### src/hw/scu_gate_sel_pkg.sv
package scu_gate_sel_pkg;

	// Register bus geometry
	localparam int ADDR_W = 8;
	localparam int DATA_W = 8;

	// Byte offsets of the registers
	localparam logic [7:0] OFS_GATE_ONE = 8'h60;
	localparam logic [7:0] OFS_GATE_TWO = 8'h64;
	localparam logic [7:0] OFS_TIN_SEL = 8'h68;
	localparam logic [7:0] OFS_SEL_STATUS = 8'h6C;

	// Reset values
	localparam logic [7:0] RST_GATE_ONE = 8'h00;
	localparam logic [7:0] RST_GATE_TWO = 8'h00;
	localparam logic [7:0] RST_TIN_SEL = 8'h00;

	// Writable bit masks; every other bit is reserved and reads zero
	localparam logic [7:0] MASK_GATE_ONE = 8'h1F;
	localparam logic [7:0] MASK_GATE_TWO = 8'h2A;
	localparam logic [7:0] MASK_TIN_SEL = 8'h3F;

	// Field positions in periph_gate_ctrl_one
	localparam int POS_GP_TIMER_DIS = 4;
	localparam int POS_TIMER_TWO_DIS = 3;
	localparam int POS_CC_UNIT_DIS = 2;
	localparam int POS_SYNC_SERIAL_1_DIS = 1;
	localparam int POS_CONVERTER_DIS = 0;

	// Field positions in periph_gate_ctrl_two
	localparam int POS_TIMER_THREE_DIS = 5;
	localparam int POS_TIMER_TWENTYONE_DIS = 3;
	localparam int POS_SYNC_SERIAL_2_DIS = 1;

	// Field positions in timer_input_source_select
	localparam int POS_IRQ_SRC_SEL = 5;
	localparam int POS_TRIG_PERSIST = 4;
	localparam int POS_SRC_CODE_HI = 3;
	localparam int POS_SRC_CODE_LO = 0;

	// Field positions in the selector status register
	localparam int POS_ST_TRIG = 0;
	localparam int POS_ST_RESERVED = 1;
	localparam int POS_ST_SRC_LEVEL = 2;
	localparam int POS_ST_IRQ = 3;
	localparam int POS_ST_EDGE_SEEN = 4;

	// Input source codes
	localparam logic [3:0] SRC_CMP_CH_ZERO = 4'h0;
	localparam logic [3:0] SRC_CMP_CH_ONE = 4'h1;
	localparam logic [3:0] SRC_CMP_CH_TWO = 4'h2;
	localparam logic [3:0] SRC_TMR_A_ZERO_MATCH = 4'h3;
	localparam logic [3:0] SRC_TMR_A_PERIOD_MATCH = 4'h4;
	localparam logic [3:0] SRC_TMR_A_CMP_MATCH_ZERO = 4'h5;
	localparam logic [3:0] SRC_TMR_A_CMP_MATCH_ONE = 4'h6;
	localparam logic [3:0] SRC_TMR_A_CMP_MATCH_TWO = 4'h7;
	localparam logic [3:0] SRC_TMR_B_PERIOD_MATCH = 4'h8;
	localparam logic [3:0] SRC_TMR_B_ZERO_MATCH = 4'h9;

endpackage : scu_gate_sel_pkg

### src/hw/periph_clock_gate_and_timer_input_select.sv
// Behaviour
// - One selected source drives both timer inputs
// - Source code bits 3:0 pick the match signal
// - Irq source bit picks timer_three or selection
// - Persist bit zero gives single-measurement trigger
// - Persist bit one holds trigger across edges
// - Reserved bits read zero, writes ignored
// - Each gate bit drives one active-high request
// - Peripheral itself synchronises its clock removal
// - Cleared bit keeps peripheral clocked, reset zero
// - Register one bits 4..0 map five peripherals
// - Register two bits 5,3,1 map three peripherals
//
// Implementation choice: the strobed register port.
`timescale 1ns/1ps

module periph_clock_gate_and_timer_input_select (
	input wire logic CLK_SYS_IN,
	input wire logic RSTN_IN,
	input wire logic [7:0] ADDR_IN,
	input wire logic [7:0] WDATA_IN,
	input wire logic WR_IN,
	input wire logic RD_IN,
	output logic [7:0] RDATA_OUT,
	input wire logic COMPARE_CHANNEL_ZERO_IN,
	input wire logic COMPARE_CHANNEL_ONE_IN,
	input wire logic COMPARE_CHANNEL_TWO_IN,
	input wire logic CC_TIMER_A_ZERO_MATCH_IN,
	input wire logic CC_TIMER_A_PERIOD_MATCH_IN,
	input wire logic CC_TIMER_A_COMPARE_MATCH_ZERO_IN,
	input wire logic CC_TIMER_A_COMPARE_MATCH_ONE_IN,
	input wire logic CC_TIMER_A_COMPARE_MATCH_TWO_IN,
	input wire logic CC_TIMER_B_PERIOD_MATCH_IN,
	input wire logic CC_TIMER_B_ZERO_MATCH_IN,
	input wire logic TIMER_THREE_TRIG_IN,
	output logic TIMER3_INPUT_B_OUT,
	output logic TIMER4_INPUT_D_OUT,
	output logic CC_UNIT_IRQ_OUT,
	output logic GP_TIMER_GATE_REQ_OUT,
	output logic TIMER_TWO_GATE_REQ_OUT,
	output logic CC_UNIT_GATE_REQ_OUT,
	output logic SYNC_SERIAL_1_GATE_REQ_OUT,
	output logic CONVERTER_GATE_REQ_OUT,
	output logic TIMER_THREE_GATE_REQ_OUT,
	output logic TIMER_TWENTYONE_GATE_REQ_OUT,
	output logic SYNC_SERIAL_2_GATE_REQ_OUT
);

	// Register storage
	logic [7:0] periph_gate_ctrl_one;
	logic [7:0] periph_gate_ctrl_two;
	logic [7:0] timer_input_select_reg;

	// Decoded fields of the selector
	logic [3:0] input_source_code;
	logic trigger_persist_cfg;
	logic ccu_irq_source_sel;

	// Address decode
	logic hit_gate_one;
	logic hit_gate_two;
	logic hit_tin_sel;
	logic hit_status;
	logic wr_gate_one;
	logic wr_gate_two;
	logic wr_tin_sel;
	logic wr_status;

	// Source selection
	logic src_level;
	logic src_reserved;
	logic sel_change;

	// Trigger shaping
	logic sel_trig;
	logic sel_edge;
	logic t3_trig;
	logic t3_edge;
	logic next_irq;
	logic edge_seen;

	// Read path
	logic [7:0] read_value;
	logic [7:0] status_value;

	// Field extraction keeps the rest of the code free of bit positions
	assign input_source_code = timer_input_select_reg[
		scu_gate_sel_pkg::POS_SRC_CODE_HI:scu_gate_sel_pkg::POS_SRC_CODE_LO];
	assign trigger_persist_cfg = timer_input_select_reg[scu_gate_sel_pkg::POS_TRIG_PERSIST];
	assign ccu_irq_source_sel = timer_input_select_reg[scu_gate_sel_pkg::POS_IRQ_SRC_SEL];

	// Address decoding, one hit line per register
	always_comb begin
		hit_gate_one = 1'b0;
		hit_gate_two = 1'b0;
		hit_tin_sel = 1'b0;
		hit_status = 1'b0;
		if (ADDR_IN == scu_gate_sel_pkg::OFS_GATE_ONE) begin
			hit_gate_one = 1'b1;
		end else if (ADDR_IN == scu_gate_sel_pkg::OFS_GATE_TWO) begin
			hit_gate_two = 1'b1;
		end else if (ADDR_IN == scu_gate_sel_pkg::OFS_TIN_SEL) begin
			hit_tin_sel = 1'b1;
		end else if (ADDR_IN == scu_gate_sel_pkg::OFS_SEL_STATUS) begin
			hit_status = 1'b1;
		end
	end

	// Write strobes; writes to unmapped addresses simply fall away
	assign wr_gate_one = WR_IN & hit_gate_one;
	assign wr_gate_two = WR_IN & hit_gate_two;
	assign wr_tin_sel = WR_IN & hit_tin_sel;
	assign wr_status = WR_IN & hit_status;

	// First management register; reserved bits are masked on the way in
	always_ff @(posedge CLK_SYS_IN or negedge RSTN_IN) begin
		if (!RSTN_IN) begin
			periph_gate_ctrl_one <= scu_gate_sel_pkg::RST_GATE_ONE;
		end else if (wr_gate_one) begin
			periph_gate_ctrl_one <= WDATA_IN & scu_gate_sel_pkg::MASK_GATE_ONE;
		end
	end

	// Second management register, only bits 5, 3 and 1 exist
	always_ff @(posedge CLK_SYS_IN or negedge RSTN_IN) begin
		if (!RSTN_IN) begin
			periph_gate_ctrl_two <= scu_gate_sel_pkg::RST_GATE_TWO;
		end else if (wr_gate_two) begin
			periph_gate_ctrl_two <= WDATA_IN & scu_gate_sel_pkg::MASK_GATE_TWO;
		end
	end

	// Timer input selector, bits 7:6 never stored
	always_ff @(posedge CLK_SYS_IN or negedge RSTN_IN) begin
		if (!RSTN_IN) begin
			timer_input_select_reg <= scu_gate_sel_pkg::RST_TIN_SEL;
		end else if (wr_tin_sel) begin
			timer_input_select_reg <= WDATA_IN & scu_gate_sel_pkg::MASK_TIN_SEL;
		end
	end

	// A write that alters the source code or the persist bit ends a held
	// trigger, so that a stale trigger is not carried to a new source
	assign sel_change = wr_tin_sel &&
		((WDATA_IN[scu_gate_sel_pkg::POS_SRC_CODE_HI:scu_gate_sel_pkg::POS_SRC_CODE_LO]
		!= input_source_code) ||
		(WDATA_IN[scu_gate_sel_pkg::POS_TRIG_PERSIST] != trigger_persist_cfg));

	// Source multiplexer for the capture/compare match signals.
	// The match inputs come from logic on this same clock, so no
	// synchroniser is placed here; a source from another domain would
	// need one before it reaches this multiplexer.
	// Reserved codes are flagged so that software can see in the status
	// word why the timer inputs have gone quiet.
	always_comb begin
		src_level = 1'b0;
		src_reserved = 1'b0;
		case (input_source_code)
			scu_gate_sel_pkg::SRC_CMP_CH_ZERO: begin
				src_level = COMPARE_CHANNEL_ZERO_IN;
			end
			scu_gate_sel_pkg::SRC_CMP_CH_ONE: begin
				src_level = COMPARE_CHANNEL_ONE_IN;
			end
			scu_gate_sel_pkg::SRC_CMP_CH_TWO: begin
				src_level = COMPARE_CHANNEL_TWO_IN;
			end
			scu_gate_sel_pkg::SRC_TMR_A_ZERO_MATCH: begin
				src_level = CC_TIMER_A_ZERO_MATCH_IN;
			end
			scu_gate_sel_pkg::SRC_TMR_A_PERIOD_MATCH: begin
				src_level = CC_TIMER_A_PERIOD_MATCH_IN;
			end
			scu_gate_sel_pkg::SRC_TMR_A_CMP_MATCH_ZERO: begin
				src_level = CC_TIMER_A_COMPARE_MATCH_ZERO_IN;
			end
			scu_gate_sel_pkg::SRC_TMR_A_CMP_MATCH_ONE: begin
				src_level = CC_TIMER_A_COMPARE_MATCH_ONE_IN;
			end
			scu_gate_sel_pkg::SRC_TMR_A_CMP_MATCH_TWO: begin
				src_level = CC_TIMER_A_COMPARE_MATCH_TWO_IN;
			end
			scu_gate_sel_pkg::SRC_TMR_B_PERIOD_MATCH: begin
				src_level = CC_TIMER_B_PERIOD_MATCH_IN;
			end
			scu_gate_sel_pkg::SRC_TMR_B_ZERO_MATCH: begin
				src_level = CC_TIMER_B_ZERO_MATCH_IN;
			end
			default: begin
				// Held low so that a bad code cannot make edges
				src_level = 1'b0;
				src_reserved = 1'b1;
			end
		endcase
	end

	// Both timer inputs come from the same flop stage so they never skew
	always_ff @(posedge CLK_SYS_IN or negedge RSTN_IN) begin
		if (!RSTN_IN) begin
			TIMER3_INPUT_B_OUT <= 1'b0;
			TIMER4_INPUT_D_OUT <= 1'b0;
		end else begin
			TIMER3_INPUT_B_OUT <= src_level;
			TIMER4_INPUT_D_OUT <= src_level;
		end
	end

	// Trigger from the selected source, single shot or held
	trigger_shaper sel_shaper (
		.clk_in(CLK_SYS_IN),
		.rstn_in(RSTN_IN),
		.level_in(src_level),
		.persist_in(trigger_persist_cfg),
		.clear_in(sel_change),
		.trig_out(sel_trig),
		.edge_out(sel_edge)
	);

	// Trigger from timer_three is always a single measurement.
	// The persist setting only applies to the selected source, so a held
	// level can never come from this path.
	trigger_shaper t3_shaper (
		.clk_in(CLK_SYS_IN),
		.rstn_in(RSTN_IN),
		.level_in(TIMER_THREE_TRIG_IN),
		.persist_in(1'b0),
		.clear_in(1'b0),
		.trig_out(t3_trig),
		.edge_out(t3_edge)
	);

	// Interrupt trigger source choice
	always_comb begin
		if (ccu_irq_source_sel) begin
			next_irq = sel_trig;
		end else begin
			next_irq = t3_trig;
		end
	end

	// Registered so the capture/compare unit sees a clean level
	always_ff @(posedge CLK_SYS_IN or negedge RSTN_IN) begin
		if (!RSTN_IN) begin
			CC_UNIT_IRQ_OUT <= 1'b0;
		end else begin
			CC_UNIT_IRQ_OUT <= next_irq;
		end
	end

	// Sticky note of a selected-source edge; write one clears, edge wins
	always_ff @(posedge CLK_SYS_IN or negedge RSTN_IN) begin
		if (!RSTN_IN) begin
			edge_seen <= 1'b0;
		end else if (sel_edge) begin
			edge_seen <= 1'b1;
		end else if (wr_status && WDATA_IN[scu_gate_sel_pkg::POS_ST_EDGE_SEEN]) begin
			edge_seen <= 1'b0;
		end
	end

	// Gate requests follow the register bits one cycle after the write.
	// No clock is stopped here: each peripheral finishes its own work and
	// then synchronises the gating, which avoids truncated clock pulses.
	always_ff @(posedge CLK_SYS_IN or negedge RSTN_IN) begin
		if (!RSTN_IN) begin
			GP_TIMER_GATE_REQ_OUT <= 1'b0;
			TIMER_TWO_GATE_REQ_OUT <= 1'b0;
			CC_UNIT_GATE_REQ_OUT <= 1'b0;
			SYNC_SERIAL_1_GATE_REQ_OUT <= 1'b0;
			CONVERTER_GATE_REQ_OUT <= 1'b0;
		end else begin
			GP_TIMER_GATE_REQ_OUT <=
				periph_gate_ctrl_one[scu_gate_sel_pkg::POS_GP_TIMER_DIS];
			TIMER_TWO_GATE_REQ_OUT <=
				periph_gate_ctrl_one[scu_gate_sel_pkg::POS_TIMER_TWO_DIS];
			CC_UNIT_GATE_REQ_OUT <=
				periph_gate_ctrl_one[scu_gate_sel_pkg::POS_CC_UNIT_DIS];
			SYNC_SERIAL_1_GATE_REQ_OUT <=
				periph_gate_ctrl_one[scu_gate_sel_pkg::POS_SYNC_SERIAL_1_DIS];
			CONVERTER_GATE_REQ_OUT <=
				periph_gate_ctrl_one[scu_gate_sel_pkg::POS_CONVERTER_DIS];
		end
	end

	// Second group of gate requests, same timing as the first
	always_ff @(posedge CLK_SYS_IN or negedge RSTN_IN) begin
		if (!RSTN_IN) begin
			TIMER_THREE_GATE_REQ_OUT <= 1'b0;
			TIMER_TWENTYONE_GATE_REQ_OUT <= 1'b0;
			SYNC_SERIAL_2_GATE_REQ_OUT <= 1'b0;
		end else begin
			TIMER_THREE_GATE_REQ_OUT <=
				periph_gate_ctrl_two[scu_gate_sel_pkg::POS_TIMER_THREE_DIS];
			TIMER_TWENTYONE_GATE_REQ_OUT <=
				periph_gate_ctrl_two[scu_gate_sel_pkg::POS_TIMER_TWENTYONE_DIS];
			SYNC_SERIAL_2_GATE_REQ_OUT <=
				periph_gate_ctrl_two[scu_gate_sel_pkg::POS_SYNC_SERIAL_2_DIS];
		end
	end

	// Status word showing the selector's live state
	always_comb begin
		status_value = 8'h00;
		status_value[scu_gate_sel_pkg::POS_ST_TRIG] = sel_trig;
		status_value[scu_gate_sel_pkg::POS_ST_RESERVED] = src_reserved;
		status_value[scu_gate_sel_pkg::POS_ST_SRC_LEVEL] = TIMER3_INPUT_B_OUT;
		status_value[scu_gate_sel_pkg::POS_ST_IRQ] = CC_UNIT_IRQ_OUT;
		status_value[scu_gate_sel_pkg::POS_ST_EDGE_SEEN] = edge_seen;
	end

	// Read multiplexer; unmapped addresses read zero
	always_comb begin
		read_value = 8'h00;
		if (hit_gate_one) begin
			read_value = periph_gate_ctrl_one;
		end else if (hit_gate_two) begin
			read_value = periph_gate_ctrl_two;
		end else if (hit_tin_sel) begin
			read_value = timer_input_select_reg;
		end else if (hit_status) begin
			read_value = status_value;
		end
	end

	// Read data stand only in the cycle after the strobe, zero otherwise.
	// Returning zero between reads costs a flop of gating but keeps the
	// bus quiet, so a master that samples late sees zero rather than a
	// stale value from an earlier read.
	// Status reads have no side effects; the sticky bit is cleared only
	// by an explicit write of one.
	always_ff @(posedge CLK_SYS_IN or negedge RSTN_IN) begin
		if (!RSTN_IN) begin
			RDATA_OUT <= 8'h00;
		end else if (RD_IN) begin
			RDATA_OUT <= read_value;
		end else begin
			RDATA_OUT <= 8'h00;
		end
	end

endmodule : periph_clock_gate_and_timer_input_select

### src/hw/trigger_shaper.sv
`timescale 1ns/1ps

// Turns a source level into a measurement trigger: a one-cycle pulse per
// rising edge, or a level that is held once the first edge has arrived.
module trigger_shaper (
	input wire logic clk_in,
	input wire logic rstn_in,
	input wire logic level_in,
	input wire logic persist_in,
	input wire logic clear_in,
	output logic trig_out,
	output logic edge_out
);

	logic prev;

	// Previous level for rising edge detection
	always_ff @(posedge clk_in or negedge rstn_in) begin
		if (!rstn_in) begin
			prev <= 1'b0;
		end else begin
			prev <= level_in;
		end
	end

	assign edge_out = level_in & ~prev;

	// An edge wins over a clear so that no trigger is lost on reconfiguration
	always_ff @(posedge clk_in or negedge rstn_in) begin
		if (!rstn_in) begin
			trig_out <= 1'b0;
		end else if (edge_out) begin
			trig_out <= 1'b1;
		end else if (clear_in || !persist_in) begin
			trig_out <= 1'b0;
		end
	end

endmodule : trigger_shaper
### config.mk
export PLATFORM = sky130hd
export DESIGN_NAME = periph_clock_gate_and_timer_input_select
export DESIGN_NICKNAME = d
export VERILOG_FILES = /design/src/hw/scu_gate_sel_pkg.sv /design/src/hw/periph_clock_gate_and_timer_input_select.sv /design/src/hw/trigger_shaper.sv
export SDC_FILE = /design/constraint.sdc
export NUM_CORES = 1
export LEC_CHECK = 0
export BUFFER_PORTS_ARGS = -buffer_cell sky130_fd_sc_hd__buf_2
export CORE_UTILIZATION = 35
export CTS_BUF_LIST = sky130_fd_sc_hd__clkbuf_4 sky130_fd_sc_hd__clkbuf_8
export CTS_CLUSTER_DIAMETER = 150
export DETAILED_ROUTE_END_ITERATION = 10
export GPL_TIMING_DRIVEN = 0
export PLACE_DENSITY_LB_ADDON = 0.3
export RECOVER_POWER = 50
export SLEW_MARGIN = 25
export SYNTH_ARGS = -nofsm -noshare
export SYNTH_HDL_FRONTEND = slang
export SYNTH_HIERARCHICAL = 1
export SYNTH_SLANG_ARGS = --single-unit
### constraint.sdc
create_clock -name CLK_SYS_IN -period 2.5 [get_ports CLK_SYS_IN]
set_input_delay 0 -clock CLK_SYS_IN [delete_from_list [all_inputs] [get_ports CLK_SYS_IN]]
set_output_delay 0 -clock CLK_SYS_IN [all_outputs]
set_load 0.02 [all_outputs]
==> metrics.json, run 1 <==
{
  "synth_top_family_by_area": {"value": "multiplexers"},
  "count_of_endpoints_failing_setup_in_the_final_report": {"value": 0},
  "drt_pre_antenna_iters": {"value": 4},
  "cap_violations": {"value": 0},
  "initial_utilization": {"value": 36.59, "unit": "%"},
  "synth_top_flop_cell": {"value": "sky130_fd_sc_hd__dfrtp_1"},
  "synthMuxAreaShare": {"value": 17.08, "unit": "%"},
  "grt_pass1_vias": {"value": 1170},
  "synth-seq-area-share": {"value": 54.60, "unit": "%"},
  "nets": {"value": 215},
  "final_layout_size_suffix_gt1_share": {"value": 34.05, "unit": "%"},
  "global_route.usage.total": {"value": 15.06, "unit": "%"},
  "post_synthesis_async_set_or_reset_flop_share": {"value": 100.0, "unit": "%"},
  "reg2reg_from": {"value": "timer_input_select_reg[0]$_DFFE_PN0P_"},
  "yosysUniqueCellTypes": {"value": 37},
  "placement.io_buffers": {"value": 43},
  "synth.avg_cell_area": {"value": 13.04, "unit": "um^2"},
  "antenna_cells": {"value": 0},
  "crit_slowest_cell": {"value": "sky130_fd_sc_hd__mux4_2"},
  "synth_top_cell_by_area": {"value": "sky130_fd_sc_hd__dfrtp_1"},
  "worst_endpoint_data_arrival_time": {"value": 2.07, "unit": "ns"},
  "hp-start": {"value": "ADDR_IN[0]"},
  "max_freq": {"value": 529.8, "unit": "MHz"},
  "numCtsBuffers": {"value": 5},
  "synth_to_final_area_change": {"value": 26.83, "unit": "%"},
  "worst_setup_path_start_kind": {"value": "flip-flop"},
  "critical_path_cell_sequence": {"value": "buf_2 -> mux4_2 -> a311o_1 -> nor2b_4 -> a31o_1"},
  "dpl-instance-area": {"value": 0.001896, "unit": "mm^2"},
  "worst_ep_required_time": {"value": 2.68, "unit": "ns"},
  "worst_clock_skew": {"value": 0.005396, "unit": "ns"},
  "global_route_wire_length_before_repair": {"value": 5.451, "unit": "mm"},
  "area_enclosed_by_the_die_boundary": {"value": 0.004857, "unit": "mm^2"},
  "rr_endpoint": {"value": "sel_shaper/trig_out$_DFFE_PN0P_"},
  "globalplace.congestion": {"value": 0.7295},
  "route.vias.total": {"value": 1165},
  "min_path_cells": {"value": 4},
  "row_count": {"value": 24},
  "timing_hold_violations_final": {"value": 0},
  "critical_path_peak_fanout": {"value": 7},
  "worst_path_dominant_cell_family": {"value": "compound AO/OA/AOI/OAI gates"},
  "clock_tree_from_tritoncts": {"value": "yes"},
  "regToRegSetupSlack": {"value": 0.61, "unit": "ns"},
  "dieWidth": {"value": 69.70, "unit": "um"},
  "post_synth_and_or_nand_nor_area_fraction": {"value": 13.88, "unit": "%"},
  "clock_tree.buffer_depth": {"value": 2},
  "crit_buf_inv": {"value": 1},
  "mean_number_of_vias_per_cell": {"value": 4.916},
  "routed_wire_length_per_instance": {"value": 13.97, "unit": "um"},
  "synth.most_common_cell": {"value": "sky130_fd_sc_hd__dfrtp_1"},
  "setup.worst_path.end_class": {"value": "flip-flop"},
  "core_area": {"value": 0.004384, "unit": "mm^2"},
  "multi_input_area": {"value": 664.4, "unit": "um^2"},
  "fin_setup_tns": {"value": 0, "unit": "ns"},
  "outcome": {"value": "completed"},
  "fin_crit_sh": {"value": 75.51, "unit": "%"},
  "setup_repair_after_global_routing_missed_its_margin": {"value": "no"},
  "power.static_leakage": {"value": 0.9322, "unit": "nW"},
  "global_route.overflow_total": {"value": 0},
  "vdd_ir_drop_max": {"value": 0.2372, "unit": "mV"},
  "type_of_the_tightest_min_delay_check": {"value": "in -> reg"},
  "synth_area": {"value": 0.001604, "unit": "mm^2"},
  "worst_slew_margin_rel": {"value": 49.70, "unit": "%"},
  "maxSlewViolCount": {"value": 0},
  "drt.antenna.violating_nets": {"value": 0},
  "cts_num_sinks": {"value": 35},
  "slowest_delay": {"value": 0.53, "unit": "ns"},
  "ys_seq_elements": {"value": 35},
  "routed_wl": {"value": 3.311, "unit": "mm"},
  "io_pins": {"value": 50},
  "drtIter0Drc": {"value": 55},
  "synth.top_cells.by_area": {"value": "sky130_fd_sc_hd__dfrtp_1, sky130_fd_sc_hd__mux2_2, sky130_fd_sc_hd__mux2i_1"},
  "post-route-min-period": {"value": 1.888, "unit": "ns"},
  "netlist_instances": {"value": 123},
  "holdPathEnd": {"value": "RDATA_OUT[1]$_DFF_PN0_"},
  "power.density": {"value": 585.3, "unit": "mW/mm^2"},
  "cts.root.buffer_cell": {"value": "sky130_fd_sc_hd__clkbuf_8"},
  "criticalPathCategory": {"value": "reg -> reg"},
  "synth_top_cells_by_count": {"value": "sky130_fd_sc_hd__dfrtp_1, sky130_fd_sc_hd__mux2_2, sky130_fd_sc_hd__nor2_1, sky130_fd_sc_hd__mux2i_1, sky130_fd_sc_hd__nand3_1"},
  "netlist.area_leader.share": {"value": 54.60, "unit": "%"},
  "number_of_filler_cells_placed_in_the_layout": {"value": 426},
  "die_height": {"value": 69.70, "unit": "um"},
  "synth-xor-area-share": {"value": 2.730, "unit": "%"},
  "share_of_the_synthesized_area_in_compound_gates_ao_oa_aoi_oai": {"value": 7.254, "unit": "%"},
  "final-seq-area": {"value": 875.8, "unit": "um^2"},
  "worstSkewPairLatency": {"value": 0.30, "unit": "ns"},
  "clk_pin_slew_worst_paths": {"value": 0.07, "unit": "ns"},
  "yosys_warnings": {"value": 6},
  "worst_r2r_path_depth": {"value": 5},
  "post_synth_fa_ha_maj_area_fraction": {"value": 0, "unit": "%"},
  "number_of_logic_stages_on_the_critical_path_including_buffering": {"value": 5},
  "antenna_found_initial": {"value": 0},
  "cts.htree.levels": {"value": 2},
  "grt_start_max_net_pins": {"value": 36},
  "worst_margin_slew": {"value": 0.7545, "unit": "ns"},
  "number_of_enable_flip_flop_cells_after_synthesis": {"value": 0},
  "finished_layout_cell_area": {"value": 0.002034, "unit": "mm^2"},
  "post-dp-hpwl": {"value": 2.386, "unit": "mm"},
  "detail_route.drc_violations": {"value": 0}
}
-- cells in the final DEF (no fill, tap or decap), types with 2 or more instances in the layout --
master and instances:
sky130_fd_sc_hd__conb_1 4, sky130_fd_sc_hd__mux2i_1 6, sky130_fd_sc_hd__clkbuf_1 22, sky130_fd_sc_hd__dlygate4sd3_1 8, sky130_fd_sc_hd__xnor2_1 3, sky130_fd_sc_hd__nand3b_1 2
sky130_fd_sc_hd__nand2b_1 3, sky130_fd_sc_hd__a21oi_1 2, sky130_fd_sc_hd__clkbuf_8 5, sky130_fd_sc_hd__o21a_1 3, sky130_fd_sc_hd__inv_1 4, sky130_fd_sc_hd__buf_2 28
sky130_fd_sc_hd__dfrtp_1 35, sky130_fd_sc_hd__clkbuf_4 2, sky130_fd_sc_hd__xor2_1 2, sky130_fd_sc_hd__mux4_2 2, sky130_fd_sc_hd__buf_4 3, sky130_fd_sc_hd__nor2b_1 2
sky130_fd_sc_hd__nor2_1 7, sky130_fd_sc_hd__mux2_2 15, sky130_fd_sc_hd__a31o_1 2, sky130_fd_sc_hd__nand3_1 6
-- cell type report --
cell class	count	share of cell area, %
sequential	35	43.05
multi-input combinational	77	32.66
timing repair buffer	51	13.41
clock buffer	7	4.121
tap	52	3.198
buffer	10	2.583
inverter	4	0.7380
clock inverter	1	0.2460
-- per-layer routing --
layer / part of all wire, % / track usage (%) / up-vias
met4: 2.4 / 8.667 / 0
met3: 6.3 / 4.215 / 7
met1: 45 / 18.71 / 563
li1: - / - / 554
met2: 47 / 23.52 / 41
met5: 0 / 0 / -
-- stage by stage --
stage | util [%] | hold slack [ns] | std cells | power (mW) | setup slack [ns]
after floorplan | - | -0.2956 | 126 | 0.7155 | 0.7347
after global placement | 43.24 | 0.1003 | 221 | 0.7754 | 0.6421
after detailed placement | 43.24 | 0.1163 | 221 | 0.7800 | 0.6182
after CTS | 47.09 | 0.00007697 | 237 | 1.203 | 0.6034
after global routing | 46.40 | 0.01628 | 237 | 1.237 | 0.5522
final | 46.40 | 0.006039 | 237 | 1.191 | 0.6123
-- worst register-to-register path: cells and delay by family, from the launching register on --
| kind | cells | cell delay (ns) |
|---|---|---|
| AO/OA/AOI/OAI | 2 | 0.59 |
| multiplexers | 1 | 0.53 |
| flip-flops | 1 | 0.31 |
| buffers and inverters | 1 | 0.20 |
| AND/OR/NAND/NOR | 1 | 0.15 |
-- worst max-delay path by stage --
| stage | start | end | slack (ns) |
|---|---|---|---|
| after floorplan | timer_input_select_reg[0]$_DFFE_PN0P_ | sel_shaper/trig_out$_DFFE_PN0P_ | 0.73 |
| after global placement | timer_input_select_reg[0]$_DFFE_PN0P_ | sel_shaper/trig_out$_DFFE_PN0P_ | 0.64 |
| after detailed placement | timer_input_select_reg[0]$_DFFE_PN0P_ | sel_shaper/trig_out$_DFFE_PN0P_ | 0.62 |
| after CTS | timer_input_select_reg[0]$_DFFE_PN0P_ | sel_shaper/trig_out$_DFFE_PN0P_ | 0.60 |
| after global routing | timer_input_select_reg[0]$_DFFE_PN0P_ | edge_seen$_DFFE_PN0P_ | 0.55 |
| final | timer_input_select_reg[0]$_DFFE_PN0P_ | sel_shaper/trig_out$_DFFE_PN0P_ | 0.61 |
-- cell families (layout without fill, tap and decap cells) --
kind of cell	Yosys count	after routing
and+or+nand+nor	30	30
xor gates and xnor gates	5	5
other	1	4
muxes	23	23
AOI/OAI and AO/OA	15	15
buffers and inverters	14	73
DFF	35	35
-- power by group --
part / total (mW) / internal, mW / switching [mW]
sequential: 0.611 / 0.593 / 0.0178
combinational: 0.163 / 0.0781 / 0.0849
clock: 0.416 / 0.217 / 0.200
total: 1.19 / 0.888 / 0.302
-- timing repair --
action	4_1_cts	5_1_grt
hold buffers	8	0
endpoints found under the setup margin	0	0
hold endpoints to repair	47	0
resized for setup	0	0
buffers inserted	0	0
Note: power is estimated with default switching activity, not from simulation.
==> run 2: changes to the inputs <==
==> constraint.sdc (replaced) <==
create_clock -name CLK_SYS_IN -period 1.93 [get_ports CLK_SYS_IN]
set_input_delay 0 -clock CLK_SYS_IN [delete_from_list [all_inputs] [get_ports CLK_SYS_IN]]
set_output_delay 0 -clock CLK_SYS_IN [all_outputs]
set_load 0.02 [all_outputs]
==> metrics.json, run 2 (synthesized netlist as in run 1, its figures left out) <==
{
  "core_area": {"value": 0.004384, "unit": "mm^2"},
  "dpl-instance-area": {"value": 0.001896, "unit": "mm^2"},
  "cts.htree.levels": {"value": 2},
  "post-dp-hpwl": {"value": 2.386, "unit": "mm"},
  "worst_r2r_path_depth": {"value": 5},
  "globalplace.congestion": {"value": 0.7295},
  "worst_slew_margin_rel": {"value": 43.98, "unit": "%"},
  "initial_utilization": {"value": 36.59, "unit": "%"},
  "critical_path_peak_fanout": {"value": 7},
  "row_count": {"value": 24},
  "fin_crit_sh": {"value": 96.49, "unit": "%"},
  "timing_hold_violations_final": {"value": 0},
  "drt_pre_antenna_iters": {"value": 4},
  "detail_route.drc_violations": {"value": 0},
  "worst_endpoint_data_arrival_time": {"value": 2.05, "unit": "ns"},
  "nets": {"value": 215},
  "worst_margin_slew": {"value": 0.8403, "unit": "ns"},
  "routed_wire_length_per_instance": {"value": 13.96, "unit": "um"},
  "drt.antenna.violating_nets": {"value": 0},
  "die_height": {"value": 69.70, "unit": "um"},
  "max_freq": {"value": 537.0, "unit": "MHz"},
  "worst_ep_required_time": {"value": 2.11, "unit": "ns"},
  "antenna_cells": {"value": 0},
  "drtIter0Drc": {"value": 55},
  "dieWidth": {"value": 69.70, "unit": "um"},
  "antenna_found_initial": {"value": 0},
  "numPlacedInstances": {"value": 221},
  "worstSkewPairLatency": {"value": 0.30, "unit": "ns"},
  "final_instance_count_excl_fillers": {"value": 237},
  "global_route.overflow_total": {"value": 0},
  "worst_clock_skew": {"value": 0.005396, "unit": "ns"},
  "area_enclosed_by_the_die_boundary": {"value": 0.004857, "unit": "mm^2"},
  "numCtsBuffers": {"value": 5},
  "cts.root.buffer_cell": {"value": "sky130_fd_sc_hd__clkbuf_8"},
  "route.vias.total": {"value": 1166},
  "maxSlewViolCount": {"value": 0},
  "clock_tree.buffer_depth": {"value": 2},
  "final_cell_mix": {"value": "sky130_fd_sc_hd__dfrtp_1, sky130_fd_sc_hd__buf_2, sky130_fd_sc_hd__clkbuf_1, sky130_fd_sc_hd__mux2_2, sky130_fd_sc_hd__dlygate4sd3_1"},
  "clock_tree_from_tritoncts": {"value": "yes"},
  "mean_number_of_vias_per_cell": {"value": 4.920},
  "type_of_the_tightest_min_delay_check": {"value": "in -> reg"},
  "power.density": {"value": 757.5, "unit": "mW/mm^2"},
  "cap_violations": {"value": 0},
  "vdd_ir_drop_max": {"value": 0.3072, "unit": "mV"},
  "finished_layout_cell_area": {"value": 0.002037, "unit": "mm^2"},
  "cts_num_sinks": {"value": 35},
  "routed_wl": {"value": 3.308, "unit": "mm"},
  "global_route.usage.total": {"value": 15.06, "unit": "%"},
  "grt_pass1_vias": {"value": 1170},
  "criticalPathCategory": {"value": "reg -> reg"},
  "synth_to_final_area_change": {"value": 26.99, "unit": "%"},
  "io_pins": {"value": 50},
  "setup_repair_after_global_routing_missed_its_margin": {"value": "no"},
  "grt_start_max_net_pins": {"value": 36},
  "min_path_cells": {"value": 4},
  "setup.worst_path.end_class": {"value": "flip-flop"},
  "global_route_wire_length_before_repair": {"value": 5.451, "unit": "mm"},
  "cts_setup_buffers": {"value": 0},
  "clk_pin_slew_worst_paths": {"value": 0.07, "unit": "ns"},
  "layout_commonest_cell": {"value": "sky130_fd_sc_hd__dfrtp_1"},
  "post-route-min-period": {"value": 1.862, "unit": "ns"},
  "placement.io_buffers": {"value": 43},
  "power.static_leakage": {"value": 0.9319, "unit": "nW"},
  "count_of_endpoints_failing_setup_in_the_final_report": {"value": 0},
  "overall_power_after_layout": {"value": 1.543, "unit": "mW"},
  "outcome": {"value": "completed"},
  "fin_setup_tns": {"value": 0, "unit": "ns"},
  "worst_setup_path_start_kind": {"value": "flip-flop"},
  "final_layout_size_suffix_gt1_share": {"value": 34.05, "unit": "%"}
}
-- run 2: routing by layer --
layer,routed length [um],global-route usage [%]
met1,1473,18.71
met2,1547,23.52
met3,207,4.215
met4,80,8.667
met5,0,0
-- run 2: path summary, 6_finish.rpt --
check / start / endpoint / slack, ns
max: timer_input_select_reg[0]$_DFFE_PN0P_ / sel_shaper/trig_out$_DFFE_PN0P_ / 0.07
min: ADDR_IN[0] / RDATA_OUT[1]$_DFF_PN0_ / 0.006
max reg2reg: timer_input_select_reg[0]$_DFFE_PN0P_ / sel_shaper/trig_out$_DFFE_PN0P_ / 0.07
min reg2reg: periph_gate_ctrl_one[1]$_DFFE_PN0P_ / SYNC_SERIAL_1_GATE_REQ_OUT$_DFF_PN0_ / 0.40
max in group asynchronous: RSTN_IN / CONVERTER_GATE_REQ_OUT$_DFF_PN0_ / 1.06
min in group asynchronous: RSTN_IN / TIMER_TWENTYONE_GATE_REQ_OUT$_DFF_PN0_ / 0.34
-- run 2: layout make-up --
class                   instances  area, um^2
inverters                       4       15.01
flip-flops and latches         35       875.8
clock buffers                   7       83.83
clock inverters                 1       5.005
multi-input cells              77       664.4
fillers                       425        2347
plain buffers                  10       55.05
well taps                      52       65.06
repair buffers                 51       272.8
-- run 2: timing repair --
action / CTS / global route
gates resized for setup: 0 / 1
endpoints found under the setup margin: 0 / 2
hold endpoints to repair: 47 / 0
hold buffers: 8 / 0
-- run 2: critical path, stage by stage (launching register included) --
cell and delay (ns):
sky130_fd_sc_hd__dfrtp_1 0.32, sky130_fd_sc_hd__clkbuf_4 0.19, sky130_fd_sc_hd__mux4_2 0.52, sky130_fd_sc_hd__a311o_1 0.42, sky130_fd_sc_hd__nor2b_4 0.15, sky130_fd_sc_hd__a31o_1 0.17
-- run 2: power by group --
group	internal (mW)	switching [mW]	total, mW
combinational	0.102	0.110	0.212
clock	0.281	0.258	0.539
sequential	0.769	0.0231	0.792
total	1.15	0.392	1.54
-- run 2: per-stage QoR --
step | setup slack (ns) | hold WS, ns | util (%)
after detailed placement | 0.04819 | 0.1163 | 43.24
after global routing | 0.01565 | 0.01628 | 46.46
final | 0.06766 | 0.006039 | 46.46
after CTS | 0.03337 | 0.00007697 | 47.09
after global placement | 0.07207 | 0.1003 | 43.24
after floorplan | 0.1647 | -0.2956 | -
==> run 3: changes to the inputs <==
--- a/config.mk
+++ b/config.mk
@@ -6,7 +6,7 @@
 export NUM_CORES = 1
 export LEC_CHECK = 0
 export BUFFER_PORTS_ARGS = -buffer_cell sky130_fd_sc_hd__buf_2
-export CORE_UTILIZATION = 35
+export CORE_UTILIZATION = 52
 export CTS_BUF_LIST = sky130_fd_sc_hd__clkbuf_4 sky130_fd_sc_hd__clkbuf_8
 export CTS_CLUSTER_DIAMETER = 150
 export DETAILED_ROUTE_END_ITERATION = 10
==> metrics.json, run 3 (synthesized netlist as in run 1, its figures left out) <==
{
  "final-seq-area": {"value": 875.8, "unit": "um^2"},
  "clk_pin_slew_worst_paths": {"value": 0.10, "unit": "ns"},
  "final_core_utilization": {"value": 71.43, "unit": "%"},
  "worst_slack": {"value": 0.05753, "unit": "ns"},
  "reg2reg_from": {"value": "timer_input_select_reg[0]$_DFFE_PN0P_"},
  "rr_endpoint": {"value": "sel_shaper/trig_out$_DFFE_PN0P_"},
  "fin_setup_tns": {"value": 0, "unit": "ns"},
  "routed_wire_length_per_instance": {"value": 14.90, "unit": "um"},
  "number_of_filler_cells_placed_in_the_layout": {"value": 217},
  "cts.root.buffer_cell": {"value": "sky130_fd_sc_hd__clkbuf_4"},
  "final_instance_count_excl_fillers": {"value": 216},
  "cts_num_sinks": {"value": 35},
  "routed_wl": {"value": 3.219, "unit": "mm"},
  "cap_violations": {"value": 0},
  "cts.htree.levels": {"value": 2},
  "vdd_ir_drop_max": {"value": 0.6298, "unit": "mV"},
  "drt_pre_antenna_iters": {"value": 7},
  "placement.io_buffers": {"value": 43},
  "grt_start_max_net_pins": {"value": 36},
  "globalplace.congestion": {"value": 0.8100},
  "drt.antenna.violating_nets": {"value": 0},
  "worst_margin_slew": {"value": 0.8503, "unit": "ns"},
  "global_route_wire_length_before_repair": {"value": 5.388, "unit": "mm"},
  "core_area": {"value": 0.002829, "unit": "mm^2"},
  "power.density": {"value": 749.0, "unit": "mW/mm^2"},
  "io_pins": {"value": 50},
  "timing_hold_violations_final": {"value": 0},
  "multi_input_area": {"value": 671.9, "unit": "um^2"},
  "route.vias.total": {"value": 1147},
  "count_of_endpoints_failing_setup_in_the_final_report": {"value": 0},
  "failed_checks": {"value": "DRC"},
  "worst_setup_path_start_kind": {"value": "flip-flop"},
  "setup.worst_path.end_class": {"value": "flip-flop"},
  "max_freq": {"value": 534.1, "unit": "MHz"},
  "detail_route.drc_violations": {"value": 7},
  "layout_commonest_cell": {"value": "sky130_fd_sc_hd__dfrtp_1"},
  "type_of_the_tightest_min_delay_check": {"value": "in -> reg"},
  "worst_clock_skew": {"value": 0.01111, "unit": "ns"},
  "clock_tree_from_tritoncts": {"value": "yes"},
  "criticalPathCategory": {"value": "reg -> reg"},
  "numCtsBuffers": {"value": 5},
  "final_cell_mix": {"value": "sky130_fd_sc_hd__dfrtp_1, sky130_fd_sc_hd__buf_2, sky130_fd_sc_hd__clkbuf_1, sky130_fd_sc_hd__mux2_2, sky130_fd_sc_hd__dlygate4sd3_1"},
  "antenna_found_initial": {"value": 0},
  "synth_to_final_area_change": {"value": 25.98, "unit": "%"},
  "area_enclosed_by_the_die_boundary": {"value": 0.003311, "unit": "mm^2"},
  "min_path_cells": {"value": 4},
  "fin_crit_sh": {"value": 97.02, "unit": "%"},
  "nets": {"value": 216},
  "grt_pass1_vias": {"value": 1214},
  "power.static_leakage": {"value": 0.9340, "unit": "nW"},
  "worst_slew_margin_rel": {"value": 43.31, "unit": "%"},
  "drtIter0Drc": {"value": 45},
  "final_layout_size_suffix_gt1_share": {"value": 34.05, "unit": "%"},
  "post-place-ws": {"value": 0.06967, "unit": "ns"},
  "maxSlewViolCount": {"value": 0},
  "hp-start": {"value": "ADDR_IN[0]"},
  "clock_tree.buffer_depth": {"value": 2},
  "holdPathEnd": {"value": "edge_seen$_DFFE_PN0P_"},
  "initial_utilization": {"value": 56.70, "unit": "%"},
  "post-route-min-period": {"value": 1.872, "unit": "ns"},
  "dieWidth": {"value": 57.54, "unit": "um"},
  "worst_r2r_path_depth": {"value": 5},
  "critical_path_peak_fanout": {"value": 7},
  "worstSkewPairLatency": {"value": 0.34, "unit": "ns"},
  "mean_number_of_vias_per_cell": {"value": 5.310},
  "overall_power_after_layout": {"value": 1.514, "unit": "mW"},
  "global_route.usage.total": {"value": 22.03, "unit": "%"},
  "worst_ep_required_time": {"value": 2.16, "unit": "ns"},
  "antenna_cells": {"value": 0},
  "numPlacedInstances": {"value": 200},
  "worst_endpoint_data_arrival_time": {"value": 2.10, "unit": "ns"},
  "die_height": {"value": 57.54, "unit": "um"},
  "cts_setup_buffers": {"value": 0},
  "row_count": {"value": 19},
  "regToRegSetupSlack": {"value": 0.06, "unit": "ns"},
  "outcome": {"value": "finished, violations left"},
  "global_route.overflow_total": {"value": 0}
}
-- run 3: cell types whose count changed in the layout (fill, tap and decap cells not counted) --
cell / change
sky130_fd_sc_hd__clkbuf_1: -1
sky130_fd_sc_hd__dlygate4sd3_1: +2
sky130_fd_sc_hd__clkbuf_8: -5
sky130_fd_sc_hd__nor2b_1: -1
sky130_fd_sc_hd__nor2b_4: +1
sky130_fd_sc_hd__clkbuf_4: +4
sky130_fd_sc_hd__bufinv_16: +1
sky130_fd_sc_hd__clkinv_2: -1
-- run 3: report_power, final --
group,total (mW),internal [mW],switching (mW)
clock,0.509,0.281,0.228
sequential,0.794,0.768,0.0260
combinational,0.211,0.104,0.107
total,1.51,1.15,0.361
-- run 3: through the flow --
stage,hold WS [ns],instance area (um^2)
2_1_floorplan,-0.2956,1615
3_3_place_gp,0.09548,1869
3_5_place_dp,0.1180,1869
4_1_cts,0.07400,2044
5_1_grt,0.1083,2021
6_report,0.08520,2021
-- run 3: metal layers --
layer / track usage [%] / wire length, um / vias to the layer above / part of all wire [%]
met1: 26.55 / 1365 / 548 / 42
li1: - / - / 556 / -
met3: 5.442 / 181 / 5 / 5.6
met5: 0 / 0 / - / 0
met4: 9.059 / 55 / 0 / 1.7
met2: 37.71 / 1615 / 38 / 50
-- run 3: worst max-delay path: stages (launching register included) --
cell and delay (ns):
sky130_fd_sc_hd__dfrtp_1 0.35, sky130_fd_sc_hd__clkbuf_4 0.19, sky130_fd_sc_hd__mux4_2 0.50, sky130_fd_sc_hd__a311o_1 0.41, sky130_fd_sc_hd__nor2b_4 0.14, sky130_fd_sc_hd__a31o_1 0.17
-- run 3: how the worst max path moves through the flow --
stage / startpoint / to / slack (ns) / depth (start not counted)
after floorplan: timer_input_select_reg[0]$_DFFE_PN0P_ / sel_shaper/trig_out$_DFFE_PN0P_ / 0.16 / 5
after global placement: timer_input_select_reg[0]$_DFFE_PN0P_ / sel_shaper/trig_out$_DFFE_PN0P_ / 0.09 / 5
after detailed placement: timer_input_select_reg[0]$_DFFE_PN0P_ / sel_shaper/trig_out$_DFFE_PN0P_ / 0.07 / 5
after CTS: timer_input_select_reg[0]$_DFFE_PN0P_ / sel_shaper/trig_out$_DFFE_PN0P_ / 0.04 / 5
after global routing: timer_input_select_reg[0]$_DFFE_PN0P_ / sel_shaper/trig_out$_DFFE_PN0P_ / -0.0008 / 5
final: timer_input_select_reg[0]$_DFFE_PN0P_ / sel_shaper/trig_out$_DFFE_PN0P_ / 0.06 / 5
-- run 3: area by class of cell --
| cell class | instances | area share, % |
|---|---|---|
| Buffer | 9 | 2.539 |
| Clock buffer | 6 | 2.229 |
| Clock inverter | 1 | 1.486 |
| Inverter | 4 | 0.7430 |
| Multi-Input combinational cell | 77 | 33.25 |
| Sequential cell | 35 | 43.34 |
| Tap cell | 31 | 1.920 |
| Timing Repair Buffer | 53 | 14.49 |
-- run 3: repair_timing --
action | in CTS | in global routing
gates resized for setup | 0 | 1
endpoints found under the setup margin | 0 | 2
hold buffers | 10 | 0
hold endpoints to repair | 51 | 0
